**src/pkg/ddr2_cmd_pkg.sv**
```systemverilog
// Shared types and timing constants for the DDR2 bank command tracker
package ddr2_cmd_pkg;
    // Core clock period in picoseconds (125 MHz)
    localparam int CLK_PERIOD_PS = 8000;
    // Bank count and address width
    localparam int NUM_BANKS = 4;
    localparam int BANK_W    = 2;
    // Width of every down-counter
    localparam int CNT_W     = 8;
    // Delays as times in nanoseconds
    localparam int TRCD_NS   = 15;
    localparam int TRP_NS    = 15;
    localparam int TRFC_NS   = 105;
    localparam int TXSNR_NS  = 115;
    // Mode register delay is counted in clocks
    localparam int TMRD_CK   = 2;
    // Burst length in data beats
    localparam int BURST_LEN = 4;
    // Least times round up to whole cycles
    localparam int TRCD_CYC  = (TRCD_NS * 1000 + CLK_PERIOD_PS - 1) / CLK_PERIOD_PS;
    localparam int TRP_CYC   = (TRP_NS * 1000 + CLK_PERIOD_PS - 1) / CLK_PERIOD_PS;
    localparam int TRFC_CYC  = (TRFC_NS * 1000 + CLK_PERIOD_PS - 1) / CLK_PERIOD_PS;
    localparam int TXSNR_CYC = (TXSNR_NS * 1000 + CLK_PERIOD_PS - 1) / CLK_PERIOD_PS;
    localparam int TMRD_CYC  = TMRD_CK;
    // Two beats per clock
    localparam int BURST_CYC = BURST_LEN / 2;

    // Per-bank state
    typedef enum logic [2:0] {
        BANK_IDLE       = 3'h0,
        BANK_ACTIVATING = 3'h1,
        BANK_ROW_ACTIVE = 3'h2,
        BANK_READING    = 3'h3,
        BANK_WRITING    = 3'h4,
        BANK_READ_AP    = 3'h5,
        BANK_WRITE_AP   = 3'h6,
        BANK_PRECHARGE  = 3'h7
    } bank_state_t;

    // Device-wide state
    typedef enum logic [1:0] {
        DEV_NORMAL  = 2'h0,
        DEV_REFRESH = 2'h1,
        DEV_MODE    = 2'h2,
        DEV_PALL    = 2'h3
    } dev_state_t;

    // Decoded command
    typedef enum logic [3:0] {
        CMD_DESEL = 4'h0,
        CMD_NOP   = 4'h1,
        CMD_ACT   = 4'h2,
        CMD_RD    = 4'h3,
        CMD_WR    = 4'h4,
        CMD_PRE   = 4'h5,
        CMD_PALL  = 4'h6,
        CMD_REF   = 4'h7,
        CMD_MRS   = 4'h8
    } cmd_t;
endpackage

```
**src/hw/bank_state_tracker.sv**
```systemverilog
// One bank's state machine with its delay down-counter
`timescale 1ns/1ps
`default_nettype none
module bank_state_tracker #(
    parameter int TRCD_CYC  = ddr2_cmd_pkg::TRCD_CYC,
    parameter int TRP_CYC   = ddr2_cmd_pkg::TRP_CYC,
    parameter int BURST_CYC = ddr2_cmd_pkg::BURST_CYC,
    parameter int CNT_W     = ddr2_cmd_pkg::CNT_W
) (
    input  wire logic                      clk,
    input  wire logic                      rst_n,
    input  wire logic                      go_act,
    input  wire logic                      go_rd,
    input  wire logic                      go_wr,
    input  wire logic                      go_pre,
    input  wire logic                      auto_pre,
    output ddr2_cmd_pkg::bank_state_t      state
);
    logic [CNT_W-1:0]          cnt;        // Cycles left in state
    logic [CNT_W-1:0]          next_cnt;
    ddr2_cmd_pkg::bank_state_t next_state;

    // Next state; strobes arrive only for legal commands
    always_comb
    begin
        next_state = state;
        next_cnt   = (cnt != '0) ? cnt - CNT_W'(1) : cnt;
        if (go_pre)
        begin
            // Closes the row, single or all banks
            next_state = ddr2_cmd_pkg::BANK_PRECHARGE;
            next_cnt   = CNT_W'(TRP_CYC - 1);
        end
        else if (go_act)
        begin
            // Row opens, column access waits out tRCD
            next_state = ddr2_cmd_pkg::BANK_ACTIVATING;
            next_cnt   = CNT_W'(TRCD_CYC - 1);
        end
        else if (go_rd || go_wr)
        begin
            // New burst restarts timing, also mid-burst
            if (auto_pre)
            begin
                // Burst then precharge keeps bank busy
                next_state = go_rd ? ddr2_cmd_pkg::BANK_READ_AP : ddr2_cmd_pkg::BANK_WRITE_AP;
                next_cnt   = CNT_W'(BURST_CYC + TRP_CYC - 1);
            end
            else
            begin
                // Plain burst
                next_state = go_rd ? ddr2_cmd_pkg::BANK_READING : ddr2_cmd_pkg::BANK_WRITING;
                next_cnt   = CNT_W'(BURST_CYC - 1);
            end
        end
        else if (cnt == '0)
        begin
            // Counter expiry ends each transient state
            unique case (state)
                ddr2_cmd_pkg::BANK_ACTIVATING,
                ddr2_cmd_pkg::BANK_READING,
                ddr2_cmd_pkg::BANK_WRITING:
                    next_state = ddr2_cmd_pkg::BANK_ROW_ACTIVE;
                ddr2_cmd_pkg::BANK_READ_AP,
                ddr2_cmd_pkg::BANK_WRITE_AP,
                ddr2_cmd_pkg::BANK_PRECHARGE:
                    next_state = ddr2_cmd_pkg::BANK_IDLE;
                ddr2_cmd_pkg::BANK_IDLE,
                ddr2_cmd_pkg::BANK_ROW_ACTIVE:
                    next_state = state;
            endcase
        end
    end

    // State registers
    always_ff @(posedge clk or negedge rst_n)
    begin
        if (!rst_n)
        begin
            state <= ddr2_cmd_pkg::BANK_IDLE;
            cnt   <= '0;
        end
        else
        begin
            state <= next_state;
            cnt   <= next_cnt;
        end
    end
endmodule
`default_nettype wire

```
**src/hw/ddr2_bank_command_state.sv**
```systemverilog
// DDR2 command decode, legality and bank/device state tracking
//
// Function
// - Deselect and no-op continue current operation
// - Activate to idle bank opens row
// - Row active: read or write starts burst
// - Row active: precharge closes addressed row
// - During read: read, write, precharge accepted
// - During write: read, write, precharge accepted
// - Commands count only with clock enable steady high
// - Idle after precharge period and burst end
// - Row active after activate-to-column delay
// - Read state lasts until burst ends
// - Write state lasts until burst ends
// - Precharge state ends idle after tRP
// - Read with auto precharge busy until idle
// - Activate state ends row active after tRCD
// - Write with auto precharge busy until idle
// - Refresh ends with all banks idle
// - Mode load ends with all banks idle
// - Precharge all ends with banks idle
`timescale 1ns/1ps
`default_nettype none
module ddr2_bank_command_state #(
    parameter int NUM_BANKS = ddr2_cmd_pkg::NUM_BANKS,
    parameter int BANK_W    = ddr2_cmd_pkg::BANK_W,
    parameter int CNT_W     = ddr2_cmd_pkg::CNT_W,
    parameter int TRCD_CYC  = ddr2_cmd_pkg::TRCD_CYC,
    parameter int TRP_CYC   = ddr2_cmd_pkg::TRP_CYC,
    parameter int TRFC_CYC  = ddr2_cmd_pkg::TRFC_CYC,
    parameter int TMRD_CYC  = ddr2_cmd_pkg::TMRD_CYC,
    parameter int TXSNR_CYC = ddr2_cmd_pkg::TXSNR_CYC,
    parameter int BURST_CYC = ddr2_cmd_pkg::BURST_CYC
) (
    input  wire logic                   CORE_CLK,
    input  wire logic                   RESET_N,
    input  wire logic                   CKE,
    input  wire logic                   CS_N,
    input  wire logic                   RAS_N,
    input  wire logic                   CAS_N,
    input  wire logic                   WE_N,
    input  wire logic [BANK_W-1:0]      BA,
    input  wire logic                   A10,
    output logic [3*NUM_BANKS-1:0]      BANK_STATE,
    output ddr2_cmd_pkg::dev_state_t    DEV_STATE,
    output logic                        ALL_IDLE,
    output logic                        CMD_ACCEPT,
    output logic                        CMD_REJECT
);
    localparam int PIN_W = BANK_W + 6;   // Sampled pin bundle

    logic                      rst_meta;      // Reset release stage 1
    logic                      rst_sync;      // Reset used by the design
    logic [PIN_W-1:0]          pin_meta;      // Pin stage 1
    logic [PIN_W-1:0]          pin_sync;      // Pin stage 2
    logic                      cke_prev;      // Clock enable last cycle
    logic                      sr_active;     // In self refresh
    logic                      next_sr_active;
    logic [CNT_W-1:0]          xsnr_cnt;      // Self-refresh exit wait
    logic [CNT_W-1:0]          next_xsnr_cnt;
    ddr2_cmd_pkg::dev_state_t  dev_state;     // Device-wide state
    ddr2_cmd_pkg::dev_state_t  next_dev_state;
    logic [CNT_W-1:0]          dev_cnt;       // Device-wide timer
    logic [CNT_W-1:0]          next_dev_cnt;
    logic                      next_accept;
    logic                      next_reject;
    logic                      next_all_idle;
    ddr2_cmd_pkg::bank_state_t bank_state [NUM_BANKS];
    ddr2_cmd_pkg::cmd_t        cmd;           // Current decoded command
    logic                      cke;           // Synced clock enable
    logic [BANK_W-1:0]         ba;            // Synced bank address
    logic                      a10;           // Synced auto/all bit
    logic                      cmd_en;        // Command window open
    logic                      banks_idle;    // Every bank idle
    logic                      pall_ok;       // All banks may precharge
    logic [NUM_BANKS-1:0]      go_act;
    logic [NUM_BANKS-1:0]      go_rd;
    logic [NUM_BANKS-1:0]      go_wr;
    logic [NUM_BANKS-1:0]      go_pre;

    // Decode the four strobes plus A10 into a command
    function automatic ddr2_cmd_pkg::cmd_t decode_cmd(
        input logic [4:0] pins
    );
        // Order: cs_n, ras_n, cas_n, we_n, a10
        unique casez (pins)
            5'b1????: decode_cmd = ddr2_cmd_pkg::CMD_DESEL;
            5'b0111?: decode_cmd = ddr2_cmd_pkg::CMD_NOP;
            5'b0011?: decode_cmd = ddr2_cmd_pkg::CMD_ACT;
            5'b0101?: decode_cmd = ddr2_cmd_pkg::CMD_RD;
            5'b0100?: decode_cmd = ddr2_cmd_pkg::CMD_WR;
            5'b00100: decode_cmd = ddr2_cmd_pkg::CMD_PRE;
            5'b00101: decode_cmd = ddr2_cmd_pkg::CMD_PALL;
            5'b0001?: decode_cmd = ddr2_cmd_pkg::CMD_REF;
            5'b0000?: decode_cmd = ddr2_cmd_pkg::CMD_MRS;
            default:  decode_cmd = ddr2_cmd_pkg::CMD_NOP;
        endcase
    endfunction

    // Bank may take a column access or a precharge
    function automatic logic open_row(
        input ddr2_cmd_pkg::bank_state_t s
    );
        open_row = (s == ddr2_cmd_pkg::BANK_ROW_ACTIVE)
                || (s == ddr2_cmd_pkg::BANK_READING)
                || (s == ddr2_cmd_pkg::BANK_WRITING);
    endfunction

    // Reset: asserts at once, releases after two edges
    always_ff @(posedge CORE_CLK or negedge RESET_N)
    begin
        if (!RESET_N)
        begin
            rst_meta <= 1'b0;
            rst_sync <= 1'b0;
        end
        else
        begin
            rst_meta <= 1'b1;
            rst_sync <= rst_meta;
        end
    end

    // Pins come from the controller's pads: two stages
    always_ff @(posedge CORE_CLK or negedge rst_sync)
    begin
        if (!rst_sync)
        begin
            pin_meta <= '0;
            pin_sync <= '0;
            cke_prev <= 1'b0;
        end
        else
        begin
            pin_meta <= {CKE, CS_N, RAS_N, CAS_N, WE_N, A10, BA};
            pin_sync <= pin_meta;
            cke_prev <= pin_sync[PIN_W-1];
        end
    end

    assign cke = pin_sync[PIN_W-1];
    assign a10 = pin_sync[BANK_W];
    assign ba  = pin_sync[BANK_W-1:0];
    assign cmd = decode_cmd(pin_sync[BANK_W+4:BANK_W]);

    // Self refresh entry and exit wait
    always_comb
    begin
        next_sr_active = sr_active;
        next_xsnr_cnt  = (xsnr_cnt != '0) ? xsnr_cnt - CNT_W'(1) : xsnr_cnt;
        if (cke_prev && !cke && cmd == ddr2_cmd_pkg::CMD_REF)
        begin
            // Refresh with clock enable falling
            next_sr_active = 1'b1;
        end
        else if (sr_active && cke && !cke_prev)
        begin
            // Exit: hold off commands for tXSNR
            next_sr_active = 1'b0;
            next_xsnr_cnt  = CNT_W'(TXSNR_CYC);
        end
    end

    // Self refresh registers
    always_ff @(posedge CORE_CLK or negedge rst_sync)
    begin
        if (!rst_sync)
        begin
            sr_active <= 1'b0;
            xsnr_cnt  <= '0;
        end
        else
        begin
            sr_active <= next_sr_active;
            xsnr_cnt  <= next_xsnr_cnt;
        end
    end

    // Commands count only with clock enable high twice
    assign cmd_en = cke_prev && cke && !sr_active && xsnr_cnt == '0;

    // Bank summaries
    always_comb
    begin
        banks_idle = 1'b1;
        pall_ok    = 1'b1;
        for (int b = 0; b < NUM_BANKS; b++)
        begin
            banks_idle = banks_idle && bank_state[b] == ddr2_cmd_pkg::BANK_IDLE;
            // Idle banks may be precharged again
            pall_ok = pall_ok && (open_row(bank_state[b])
                      || bank_state[b] == ddr2_cmd_pkg::BANK_IDLE);
        end
    end

    // Legality check and bank strobes; illegal commands are dropped
    always_comb
    begin
        next_accept = 1'b0;
        next_reject = 1'b0;
        go_act      = '0;
        go_rd       = '0;
        go_wr       = '0;
        go_pre      = '0;
        // Deselect and no-op fall through untouched
        if (cmd_en && cmd != ddr2_cmd_pkg::CMD_DESEL && cmd != ddr2_cmd_pkg::CMD_NOP)
        begin
            if (dev_state != ddr2_cmd_pkg::DEV_NORMAL)
            begin
                // Device-wide busy: nothing executes
                next_reject = 1'b1;
            end
            else
            begin
                unique case (cmd)
                    ddr2_cmd_pkg::CMD_REF,
                    ddr2_cmd_pkg::CMD_MRS:
                    begin
                        // Whole device must be idle
                        next_accept = banks_idle;
                        next_reject = !banks_idle;
                    end
                    ddr2_cmd_pkg::CMD_PALL:
                    begin
                        next_accept = pall_ok;
                        next_reject = !pall_ok;
                        go_pre      = pall_ok ? '1 : '0;
                    end
                    ddr2_cmd_pkg::CMD_ACT:
                    begin
                        // Only an idle bank opens a row
                        next_accept = bank_state[ba] == ddr2_cmd_pkg::BANK_IDLE;
                        next_reject = !next_accept;
                        go_act[ba]  = next_accept;
                    end
                    ddr2_cmd_pkg::CMD_RD,
                    ddr2_cmd_pkg::CMD_WR,
                    ddr2_cmd_pkg::CMD_PRE:
                    begin
                        // Open row, even mid-burst
                        next_accept = open_row(bank_state[ba]);
                        next_reject = !next_accept;
                        go_rd[ba]   = next_accept && cmd == ddr2_cmd_pkg::CMD_RD;
                        go_wr[ba]   = next_accept && cmd == ddr2_cmd_pkg::CMD_WR;
                        go_pre[ba]  = next_accept && cmd == ddr2_cmd_pkg::CMD_PRE;
                    end
                    ddr2_cmd_pkg::CMD_DESEL,
                    ddr2_cmd_pkg::CMD_NOP:
                    begin
                        next_accept = 1'b0;
                    end
                endcase
            end
        end
    end

    // Device-wide state and timer
    always_comb
    begin
        next_dev_state = dev_state;
        next_dev_cnt   = (dev_cnt != '0) ? dev_cnt - CNT_W'(1) : dev_cnt;
        next_all_idle  = banks_idle && dev_state == ddr2_cmd_pkg::DEV_NORMAL;
        if (next_accept && cmd == ddr2_cmd_pkg::CMD_REF)
        begin
            next_dev_state = ddr2_cmd_pkg::DEV_REFRESH;
            next_dev_cnt   = CNT_W'(TRFC_CYC - 1);
        end
        else if (next_accept && cmd == ddr2_cmd_pkg::CMD_MRS)
        begin
            next_dev_state = ddr2_cmd_pkg::DEV_MODE;
            next_dev_cnt   = CNT_W'(TMRD_CYC - 1);
        end
        else if (next_accept && cmd == ddr2_cmd_pkg::CMD_PALL)
        begin
            // Banks run the same tRP timer alongside
            next_dev_state = ddr2_cmd_pkg::DEV_PALL;
            next_dev_cnt   = CNT_W'(TRP_CYC - 1);
        end
        else if (dev_state != ddr2_cmd_pkg::DEV_NORMAL && dev_cnt == '0)
        begin
            // Delay met: back to all banks idle
            next_dev_state = ddr2_cmd_pkg::DEV_NORMAL;
        end
    end

    // Device registers and status outputs
    always_ff @(posedge CORE_CLK or negedge rst_sync)
    begin
        if (!rst_sync)
        begin
            dev_state  <= ddr2_cmd_pkg::DEV_NORMAL;
            dev_cnt    <= '0;
            CMD_ACCEPT <= 1'b0;
            CMD_REJECT <= 1'b0;
            ALL_IDLE   <= 1'b0;
        end
        else
        begin
            dev_state  <= next_dev_state;
            dev_cnt    <= next_dev_cnt;
            CMD_ACCEPT <= next_accept;
            CMD_REJECT <= next_reject;
            ALL_IDLE   <= next_all_idle;
        end
    end

    assign DEV_STATE = dev_state;

    // One tracker per bank
    for (genvar g = 0; g < NUM_BANKS; g++)
    begin : g_bank
        bank_state_tracker #(
            .TRCD_CYC  (TRCD_CYC),
            .TRP_CYC   (TRP_CYC),
            .BURST_CYC (BURST_CYC),
            .CNT_W     (CNT_W)
        ) u_bank (
            .clk      (CORE_CLK),
            .rst_n    (rst_sync),
            .go_act   (go_act[g]),
            .go_rd    (go_rd[g]),
            .go_wr    (go_wr[g]),
            .go_pre   (go_pre[g]),
            .auto_pre (a10),
            .state    (bank_state[g])
        );
        assign BANK_STATE[3*g +: 3] = bank_state[g];
    end
endmodule
`default_nettype wire

```
**config.mk**
```make
export PLATFORM = sky130hd
export DESIGN_NAME = ddr2_bank_command_state
export DESIGN_NICKNAME = d
export VERILOG_FILES = /design/src/pkg/ddr2_cmd_pkg.sv /design/src/hw/bank_state_tracker.sv /design/src/hw/ddr2_bank_command_state.sv
export SDC_FILE = /design/constraint.sdc
export NUM_CORES = 1
export LEC_CHECK = 0
export ABC_AREA = 1
export BUFFER_PORTS_ARGS = -buffer_cell sky130_fd_sc_hd__buf_2
export CORE_AREA = 2 2 132 102
export DETAILED_ROUTE_END_ITERATION = 8
export DIE_AREA = 0 0 134 104
export GPL_TIMING_DRIVEN = 1
export PLACE_DENSITY = 0.68
export SLEW_MARGIN = 5
export SYNTH_ARGS = -nofsm -noshare
export SYNTH_HDL_FRONTEND = slang
export SYNTH_SLANG_ARGS = --single-unit
```
**constraint.sdc**
```tcl
create_clock -name CORE_CLK -period 2.78 [get_ports CORE_CLK]
set_clock_uncertainty 0.1 [all_clocks]
set_input_delay 0.556 -clock CORE_CLK [delete_from_list [all_inputs] [get_ports CORE_CLK]]
set_output_delay 0.556 -clock CORE_CLK [all_outputs]
set_load 0.1 [all_outputs]
```
==> results of run 1 <==
## through the flow
step,hold slack [ps],worst slack [ps],instances
floorplan,160.4,137.3,651
global placement,231.5,501.9,847
detailed placement,234.7,427.9,847
CTS,193.4,406.2,864
global route,189.0,99.34,864
finish,206.8,346.3,864
## power groups by stage
stage / clock network, mW / registers [mW] / logic (mW)
after floorplan: 0 / 2.04 / 1.20
after global placement: 0 / 1.98 / 1.56
after detailed placement: 0 / 1.98 / 1.59
after CTS: 1.23 / 1.97 / 1.60
after global routing: 1.28 / 2.03 / 1.84
final: 1.20 / 1.97 / 1.59
## worst max-delay path by stage
stage                     startpoint                                   to  depth (start not counted)
2_1_floorplan     rst_sync$_DFF_PN0_                   ALL_IDLE$_DFF_PN0_                          0
3_3_place_gp   xsnr_cnt[0]$_DFF_PN0_  g_bank[3].u_bank.cnt[1]$_DFFE_PN0P_                         13
3_5_place_dp   xsnr_cnt[0]$_DFF_PN0_  g_bank[1].u_bank.cnt[0]$_DFFE_PN0P_                         14
4_1_cts        xsnr_cnt[0]$_DFF_PN0_  g_bank[1].u_bank.cnt[0]$_DFFE_PN0P_                         14
5_1_grt        xsnr_cnt[0]$_DFF_PN0_  g_bank[1].u_bank.cnt[0]$_DFFE_PN0P_                         14
6_report       xsnr_cnt[0]$_DFF_PN0_  g_bank[1].u_bank.cnt[0]$_DFFE_PN0P_                         14
## cells by family (layout without fill, tap and decap cells)
| logic type | count (synthesis) | in the layout |
|---|---|---|
| simple gates | 371 | 371 |
| flops | 85 | 85 |
| fa+ha+maj | 11 | 11 |
| xor+xnor | 24 | 24 |
| mux | 1 | 1 |
| compound gates | 70 | 70 |
| other cells | 1 | 1 |
| buf+inv | 88 | 130 |
## registers in the layout (all words and copies together) (netlist names)
signal and cells:
xsnr_cnt 8, cke_prev 1, CMD_REJECT 1, sr_active 1, pin_sync 8, g_bank.u_bank.state 12, g_bank.u_bank.cnt 32, pin_meta 8
rst_meta 1, DEV_STATE 2, ALL_IDLE 1, CMD_ACCEPT 1, dev_cnt 8, rst_sync 1
## layout by cell type, fill, tap and decap left out, types with 9 or more instances in the layout
master,instances
xor2_1,13
nor2_2,11
nor3_1,16
xnor2_1,11
nand4_1,20
nand2_1,143
nor2_1,98
dfrtp_1,84
nand3_1,48
inv_2,12
inv_1,70
clkbuf_16,9
buf_2,26
o21ai_0,31
nand2_2,10
ha_1,11
a21oi_1,20
## layout make-up
cell class | instances | area (um^2) | area share (%)
Clock buffer | 9 | 225.2 | 3.999
Clock inverter | 7 | 77.57 | 1.377
Inverter | 83 | 314.1 | 5.577
Multi-Input combinational cell | 478 | 2487 | 44.17
Sequential cell | 85 | 2131 | 37.84
Tap cell | 171 | 214.0 | 3.799
Timing Repair Buffer | 31 | 182.7 | 3.244
## routing by layer
layer | up-vias | GRT usage, % | routed length [um]
li1 | 2179 | - | -
met1 | 1960 | 25.14 | 5590
met2 | 92 | 24.51 | 4641
met3 | 14 | 3.850 | 463
met4 | 0 | 5.091 | 136
met5 | - | 0 | 0
## worst max-delay path, stage by stage, from the launching register on
cell	delay, ps
dfrtp_1	360
inv_1	140
ha_1	170
nand3_1	80
nor2_2	190
inv_2	100
nor2_4	140
nand2_1	80
a21oi_2	430
nand4_1	210
nand2_1	120
nor2_1	50
nand2_1	80
nand2_1	50
nand2_1	50
==> flow_summary.ini, run 1 <==
[synth]
ys_top_cells_by_area = dfrtp_1, nand2_1, nor2_1
synth_compound_area_share_pct = 8.134
synth.area.mux_share_pct = 0.2015
yosys.area_share.simple_pct = 34.65
synth_fa_ha_area_share_pct = 2.770
synth_seq_area_share_pct = 42.81
yosys.area.top_type = dfrtp_1
async_reset_ff_share_pct = 100.0
yosysWarnings = 0
synth_area_um2 = 4969
synth_top_family_by_area = simple AND/OR/NAND/NOR gates
synth_edf_count = 0
synthFlopType = dfrtp_1
synth.most_common_cell = nand2_1
synth.distinct_cells = 42
synth_fp_nets = 672
synth_seq_cells = 85
syn_inst = 651
synth_area_per_cell_um2 = 7.632
synth_common_cells = nand2_1, nor2_1, dfrtp_1
synth_top_area_share_pct = 42.81
synth_xor_xnor_area_share_pct = 4.231

[sta]
final.period_utilization_pct = 87.54
period_needed_ps = 2434
setup_tns_ps = 0
hold_viol = 0
slew_headroom_pct = 58.11
setup-violations-final = 0
clock.fmax_mhz = 410.9
worst_pin_slew_ps = 628.4
slew_violations = 0
rsz0062_at_grt = false

[worst_setup_path]
startpoint_type = flip-flop
rrSetupSlack_ps = 350
worst_r2r_path_depth = 14
reg2reg_to = g_bank[1].u_bank.cnt[0]$_DFFE_PN0P_
worst_ep_required_time_ps = 2960
rr_startpoint = xsnr_cnt[0]$_DFF_PN0_
crit_path_end_kind = flip-flop
arrival_ps = 2620
path_max_fanout = 12
worst-setup-path-type = reg -> reg

[die]
coreArea_um2 = 12660
fp.dieW_um = 134
io_pins = 27
rows = 36
dieArea_um2 = 13940
start_util_pct = 39.25
die_h_um = 104

[clock_tree]
cts_setup_buffers = 0
cts_tree = yes
ctsResizeCount = 0
cts.sinks = 85
numCtsBuffers = 9
worstSkewPairLatency_ps = 350
cts-root-buf = clkbuf_16
h-tree-depth = 3
hold_buffers = 1
clock_path_buffers = 2
clk_pin_slew_ps = 70

[min_path]
hold_end = pin_meta[2]$_DFF_PN0_
holdCritPathClass = in -> reg
hp-start = A10
min_path_cells = 1

[grt]
antenna_found_initial = 0
grt.total_usage_pct = 16.95
grt_pass1_wl_um = 19120
first_global_vias = 3942
grt_max_degree = 49
gr-total-overflow = 0

[power]
p_comb_share_pct = 33.4
finalPower_mw = 4.753
swShare_pct = 39.01
clockPowerShare_pct = 25.2
peakVddDrop_v = 0.0003667
p_int_mw = 2.899
p_switching_mw = 1.854
p_per_area_nw_per_um2 = 844.0
p_leak_nw = 2.887
pwr-share-seq_pct = 41.4

[drt]
routed_via_density = 4.913
finalWirelength_um = 10830
vias = 4245
drc_errors = 0
drtIter0Drc = 295
drtPass1Iterations = 6
ant_nets = 0
wire_per_inst_um = 12.54

[final_layout]
stdcell_area_um2 = 5632
fin_nets = 709
antenna_cells = 0
fin_util_pct = 44.49
syn2layout_area_growth_pct = 13.35
drive_gt1_share_pct = 14.72
n_fill_cell = 1265

[placed_design]
portBuffers = 26
dpl.hpwl_um = 8234
place_area_um2 = 5319
place_congestion = 0.8950

[run]
drv_cap = 0

[run_status]
status = complete, no violations
(Power assumes the default switching activity.)
==> inputs of run 2 (changes only) <==
--- a/config.mk
+++ b/config.mk
@@ -8,7 +8,7 @@
 export ABC_AREA = 1
 export BUFFER_PORTS_ARGS = -buffer_cell sky130_fd_sc_hd__buf_2
-export CORE_AREA = 2 2 132 102
+export CORE_AREA = 2 2 128 105
 export DETAILED_ROUTE_END_ITERATION = 8
-export DIE_AREA = 0 0 134 104
+export DIE_AREA = 0 0 130 107
 export GPL_TIMING_DRIVEN = 1
 export PLACE_DENSITY = 0.68
==> constraint.sdc (replaced) <==
create_clock -name CORE_CLK -period 2.78 [get_ports CORE_CLK]
set_clock_uncertainty 0.1 [all_clocks]
set_input_delay 0.139 -clock CORE_CLK [delete_from_list [all_inputs] [get_ports CORE_CLK]]
set_output_delay 0.139 -clock CORE_CLK [all_outputs]
set_load 0.1 [all_outputs]
==> flow_summary.ini, run 2 (same netlist as run 1, synthesis figures left out) <==
[worst_setup_path]
worst_ep_required_time_ps = 2970
path_max_fanout = 12
rrSetupSlack_ps = 320
arrival_ps = 2650
worst_r2r_path_depth = 14
startpoint_type = flip-flop
worst-setup-path-type = reg -> reg
crit_path_end_kind = flip-flop

[power]
peakVddDrop_v = 0.0004452
swShare_pct = 38.26
p_comb_share_pct = 32.8
clockPowerShare_pct = 26.7
p_leak_nw = 2.934
pwr-share-seq_pct = 40.5
p_per_area_nw_per_um2 = 846.3
p_switching_mw = 1.858
p_int_mw = 2.999

[sta]
clock.fmax_mhz = 406.3
rsz0062_at_grt = false
worst_pin_slew_ps = 559.1
setup_tns_ps = 0
final.period_utilization_pct = 88.53
setup-violations-final = 0
fin_ws_ps = 319.0
slew_headroom_pct = 62.59
hold_viol = 0
period_needed_ps = 2461
whs_ps = 208.2
slew_violations = 0

[grt]
grt.total_usage_pct = 17.45
first_global_vias = 4068
gr-total-overflow = 0
grt_pass1_wl_um = 19380
grt_max_degree = 48
antenna_found_initial = 0

[die]
dieArea_um2 = 13910
coreArea_um2 = 12640
rows = 37
fp.dieW_um = 130
io_pins = 27
die_h_um = 107
start_util_pct = 39.31

[clock_tree]
numCtsBuffers = 9
h-tree-depth = 3
cts-root-buf = clkbuf_16
cts.sinks = 85
cts_tree = yes
clock_path_buffers = 2
ctsResizeCount = 0
worstSkewPairLatency_ps = 350
clk_pin_slew_ps = 70

[placed_design]
place_area_um2 = 5316
dp.cells = 850
pre_cts_slack_ps = 388.9
dpl.hpwl_um = 8130
place_congestion = 0.9186
portBuffers = 26

[final_layout]
fin_nets = 717
layout_common_cells = nand2_1, nor2_1, dfrtp_1
stdcell_area_um2 = 5739
antenna_cells = 0
largest_register_ffs = 32
largest-register = g_bank.u_bank.cnt
syn2layout_area_growth_pct = 15.51
final_cell_count_no_fill = 876
layout_commonest_cell = nand2_1
drive_gt1_share_pct = 14.41
largestRegisters = g_bank.u_bank.cnt (32), g_bank.u_bank.state (12)

[drt]
finalWirelength_um = 11070
routed_via_density = 4.881
drtIter0Drc = 243
wire_per_inst_um = 12.64
drtPass1Iterations = 4
ant_nets = 0
drc_errors = 0
vias = 4276

[run]
drv_cap = 0

[run_status]
status = complete, no violations

[min_path]
holdCritPathClass = reg -> async
[run 2: changes by cell type in the layout (fill, tap and decap cells not counted)]
| cell | previous run | this run |
|---|---|---|
| buf_4 | 3 | 2 |
| inv_8 | 1 | 3 |
| inv_6 | 3 | 2 |
| bufinv_16 | 0 | 1 |
| clkinvlp_4 | 1 | 0 |
| clkinv_8 | 2 | 1 |
| dlygate4sd3_1 | 1 | 10 |
[run 2: per-layer routing]
metal  global-route usage [%]  wire [um]  part of all wire, %
met5                        0          0                    0
met4                    5.991        176                  1.6
met3                    3.194        441                  4.0
met2                    26.10       4787                   43
met1                    25.37       5666                   51
[run 2: metrics by stage]
| step | power (mW) | util [%] |
|---|---|---|
| after floorplan | 3.240 | - |
| after global placement | 3.533 | 42.07 |
| after detailed placement | 3.569 | 42.07 |
| after CTS | 4.906 | 45.41 |
| after global routing | 5.261 | 45.41 |
| final | 4.857 | 45.41 |
[run 2: critical path, stage by stage, from the launching register on]
cell	delay [ps]
dfrtp_1	360
inv_1	150
ha_1	170
nand3_1	80
nor2_2	190
inv_2	110
nor2_4	150
nand2_1	80
a21oi_2	430
nand4_1	220
nand2_1	120
nor2_1	50
nand2_1	80
nand2_1	50
nand2_1	50
[run 2: final cells by class]
type                       instances  area [um^2]
clock inverter                     7        97.59
timing repair buffer              39        265.3
fill                            1257         6899
clock buffer                       9        225.2
inverter                          83        314.1
sequential                        85         2131
multi-input combinational        478         2487
tap                              175        219.0
[run 2: worst paths after layout]
path	startpoint	end
max reg2reg	xsnr_cnt[0]$_DFF_PN0_	g_bank[1].u_bank.cnt[1]$_DFFE_PN0P_
max in group asynchronous	rst_sync$_DFF_PN0_	dev_cnt[5]$_DFFE_PN0P_
min reg2reg	rst_sync$_DFF_PN0_	g_bank[0].u_bank.cnt[1]$_DFFE_PN0P_
max	xsnr_cnt[0]$_DFF_PN0_	g_bank[1].u_bank.cnt[1]$_DFFE_PN0P_
min in group CORE_CLK	pin_meta[2]$_DFF_PN0_	pin_sync[2]$_DFF_PN0_
min	rst_sync$_DFF_PN0_	g_bank[0].u_bank.cnt[1]$_DFFE_PN0P_
[run 2: what timing repair did]
item | in CTS | in global routing
hold buffers | 10 | 0
endpoints found under the hold margin | 10 | 0
buffers inserted | 0 | 0
[run 2: power by group through the flow]
stage	Sequential [mW]	Clock (mW)	Combinational, mW
2_1_floorplan	2.04	0	1.20
4_1_cts	1.97	1.33	1.60
5_1_grt	2.03	1.37	1.87
3_3_place_gp	1.98	0	1.55
6_report	1.97	1.30	1.59
3_5_place_dp	1.99	0	1.58
==> inputs of run 3 (changes only) <==
Settings changed: PLACE_DENSITY 0.68 to 0.66.
Clock period 2.78 ns to 2.4 ns, I/O delays scaled along.
==> flow_summary.ini, run 3 (same netlist as run 1, synthesis figures left out) <==
[run_status]
status = complete, no violations

[final_layout]
fin_nets = 729
largest-register = g_bank.u_bank.cnt
largestRegisters = g_bank.u_bank.cnt (32), g_bank.u_bank.state (12)
antenna_cells = 0
largest_register_ffs = 32
drive_gt1_share_pct = 18.51
syn2layout_area_growth_pct = 18.33
layout_common_cells = nand2_1, nor2_1, dfrtp_1
final_cell_count_no_fill = 888
layout_commonest_cell = nand2_1

[clock_tree]
numCtsBuffers = 9
cts-root-buf = clkbuf_16
clk_pin_slew_ps = 60
clock_path_buffers = 2
h-tree-depth = 3
cts.sinks = 85
cts_tree = yes
worstSkewPairLatency_ps = 350

[power]
p_leak_nw = 3.041
peakVddDrop_v = 0.0007107
p_per_area_nw_per_um2 = 951.5
finalPower_mw = 5.594

[grt]
first_global_vias = 4293
antenna_found_initial = 0
grt.total_usage_pct = 18.41
grt.busiest_layer = met2
gr-total-overflow = 0
grt_util_met3_pct = 4.341
use_met1_pct = 25.14
grtUsageMet2_pct = 28.38
grt_pass1_wl_um = 20230
grt_max_degree = 45

[die]
fp.dieW_um = 130
io_pins = 27
start_util_pct = 39.31
coreArea_um2 = 12640
dieArea_um2 = 13910
die_h_um = 107
rows = 37

[drt]
drc_errors = 0
vias = 4419
drtPass1Iterations = 5
routed_via_density = 4.976
ant_nets = 0
wire_per_inst_um = 13.05
finalWirelength_um = 11590
drtIter0Drc = 272

[worst_setup_path]
path_max_fanout = 6
arrival_ps = 2420
crit_chain = inv_2, ha_2, nand3_2, nor2_4, inv_4, nor2_4, nand3_4, nor2_4, nand2_2, nand2_1, nor2_2, inv_2, nor2_1
startpoint_type = flip-flop
critPathMaxStageDelay_ps = 370
crit_path_frequent_cell = nor2_4
crit_path_end_kind = flip-flop
slowest_stage = dfrtp_1
path_buf_inv = 3
worst-setup-path-type = reg -> reg
worst_ep_required_time_ps = 2540
crit_family = simple AND/OR/NAND/NOR gates

[sta]
period_needed_ps = 2278
setup-violations-final = 0
hold_viol = 0
final.period_utilization_pct = 94.90
slew_violations = 0
slew_headroom_pct = 64.02
worst_pin_slew_ps = 539.8
clock.fmax_mhz = 439.1

[placed_design]
portBuffers = 26
dpl.hpwl_um = 8639
place_congestion = 0.9330
dp.cells = 856

[min_path]
holdCritPathClass = reg -> async

[run]
drv_cap = 0
-- run 3: changes by cell type in the layout (fill, tap and decap cells not counted), sizes merged --
cell / delta
buf: +12
inv: -2
clkbuf: +1
bufinv: -1
clkinv: +1
clkinvlp: +1
-- run 3: worst reg2reg max path, delay by kind of cell, from the launching register on --
| kind | cells | cell delay, ps |
|---|---|---|
| and+or+nand+nor | 9 | 1240 |
| DFF | 1 | 370 |
| buffers and inverters | 3 | 260 |
| adders and majority gates | 1 | 190 |
-- run 3: timing repair --
action / 4_1_cts / 5_1_grt
hold endpoints to repair: 10 / 0
setup endpoints to repair: 0 / 52
buffers inserted: 0 / 6
hold buffers: 10 / 0
gates resized for setup: 0 / 26
-- run 3: stage by stage --
stage	util, %	setup slack (ps)	setup TNS [ps]	hold slack (ps)	area [um^2]
2_1_floorplan	-	17.90	0	-275.6	4970
3_3_place_gp	42.42	101.5	0	-194.6	5361
3_5_place_dp	42.42	80.26	0	-189.0	5361
4_1_cts	45.53	33.14	0	237.5	5754
5_1_grt	46.52	-33.87	-187.1	268.1	5879
6_report	46.52	122.4	0	215.7	5879
-- run 3: layout make-up --
cell class	instances	area [um^2]
repair buffers	51	355.3
multi-input cells	478	2561
clock buffers	10	239.0
fillers	1235	6759
clock inverters	6	53.80
inverters	83	316.6
well taps	175	219.0
flip-flops and latches	85	2135
-- run 3: metal layers --
metal / share of wire [%] / up-vias
met3: 5.4 / 15
met4: 1.9 / 0
met2: 45 / 123
met1: 48 / 2055
li1: - / 2226
met5: 0 / -
-- run 3: power by group --
group / internal (mW) / switching [mW]
logic: 0.777 / 1.18
clock network: 0.746 / 0.604
registers: 1.90 / 0.389
total: 3.42 / 2.17
-- run 3: worst paths after layout --
kind / start / depth (start not counted) / slack [ps] / endpoint
max: xsnr_cnt[0]$_DFF_PN0_ / 13 / 120 / g_bank[0].u_bank.cnt[4]$_DFFE_PN0P_
min: rst_sync$_DFF_PN0_ / 0 / 220 / g_bank[0].u_bank.cnt[5]$_DFFE_PN0P_
max reg2reg: xsnr_cnt[0]$_DFF_PN0_ / 13 / 120 / g_bank[0].u_bank.cnt[4]$_DFFE_PN0P_
min reg2reg: rst_sync$_DFF_PN0_ / 0 / 220 / g_bank[0].u_bank.cnt[5]$_DFFE_PN0P_
max in group asynchronous: rst_sync$_DFF_PN0_ / 1 / 1360 / dev_cnt[7]$_DFFE_PN0P_
min in group CORE_CLK: pin_meta[7]$_DFF_PN0_ / 0 / 250 / pin_sync[7]$_DFF_PN0_
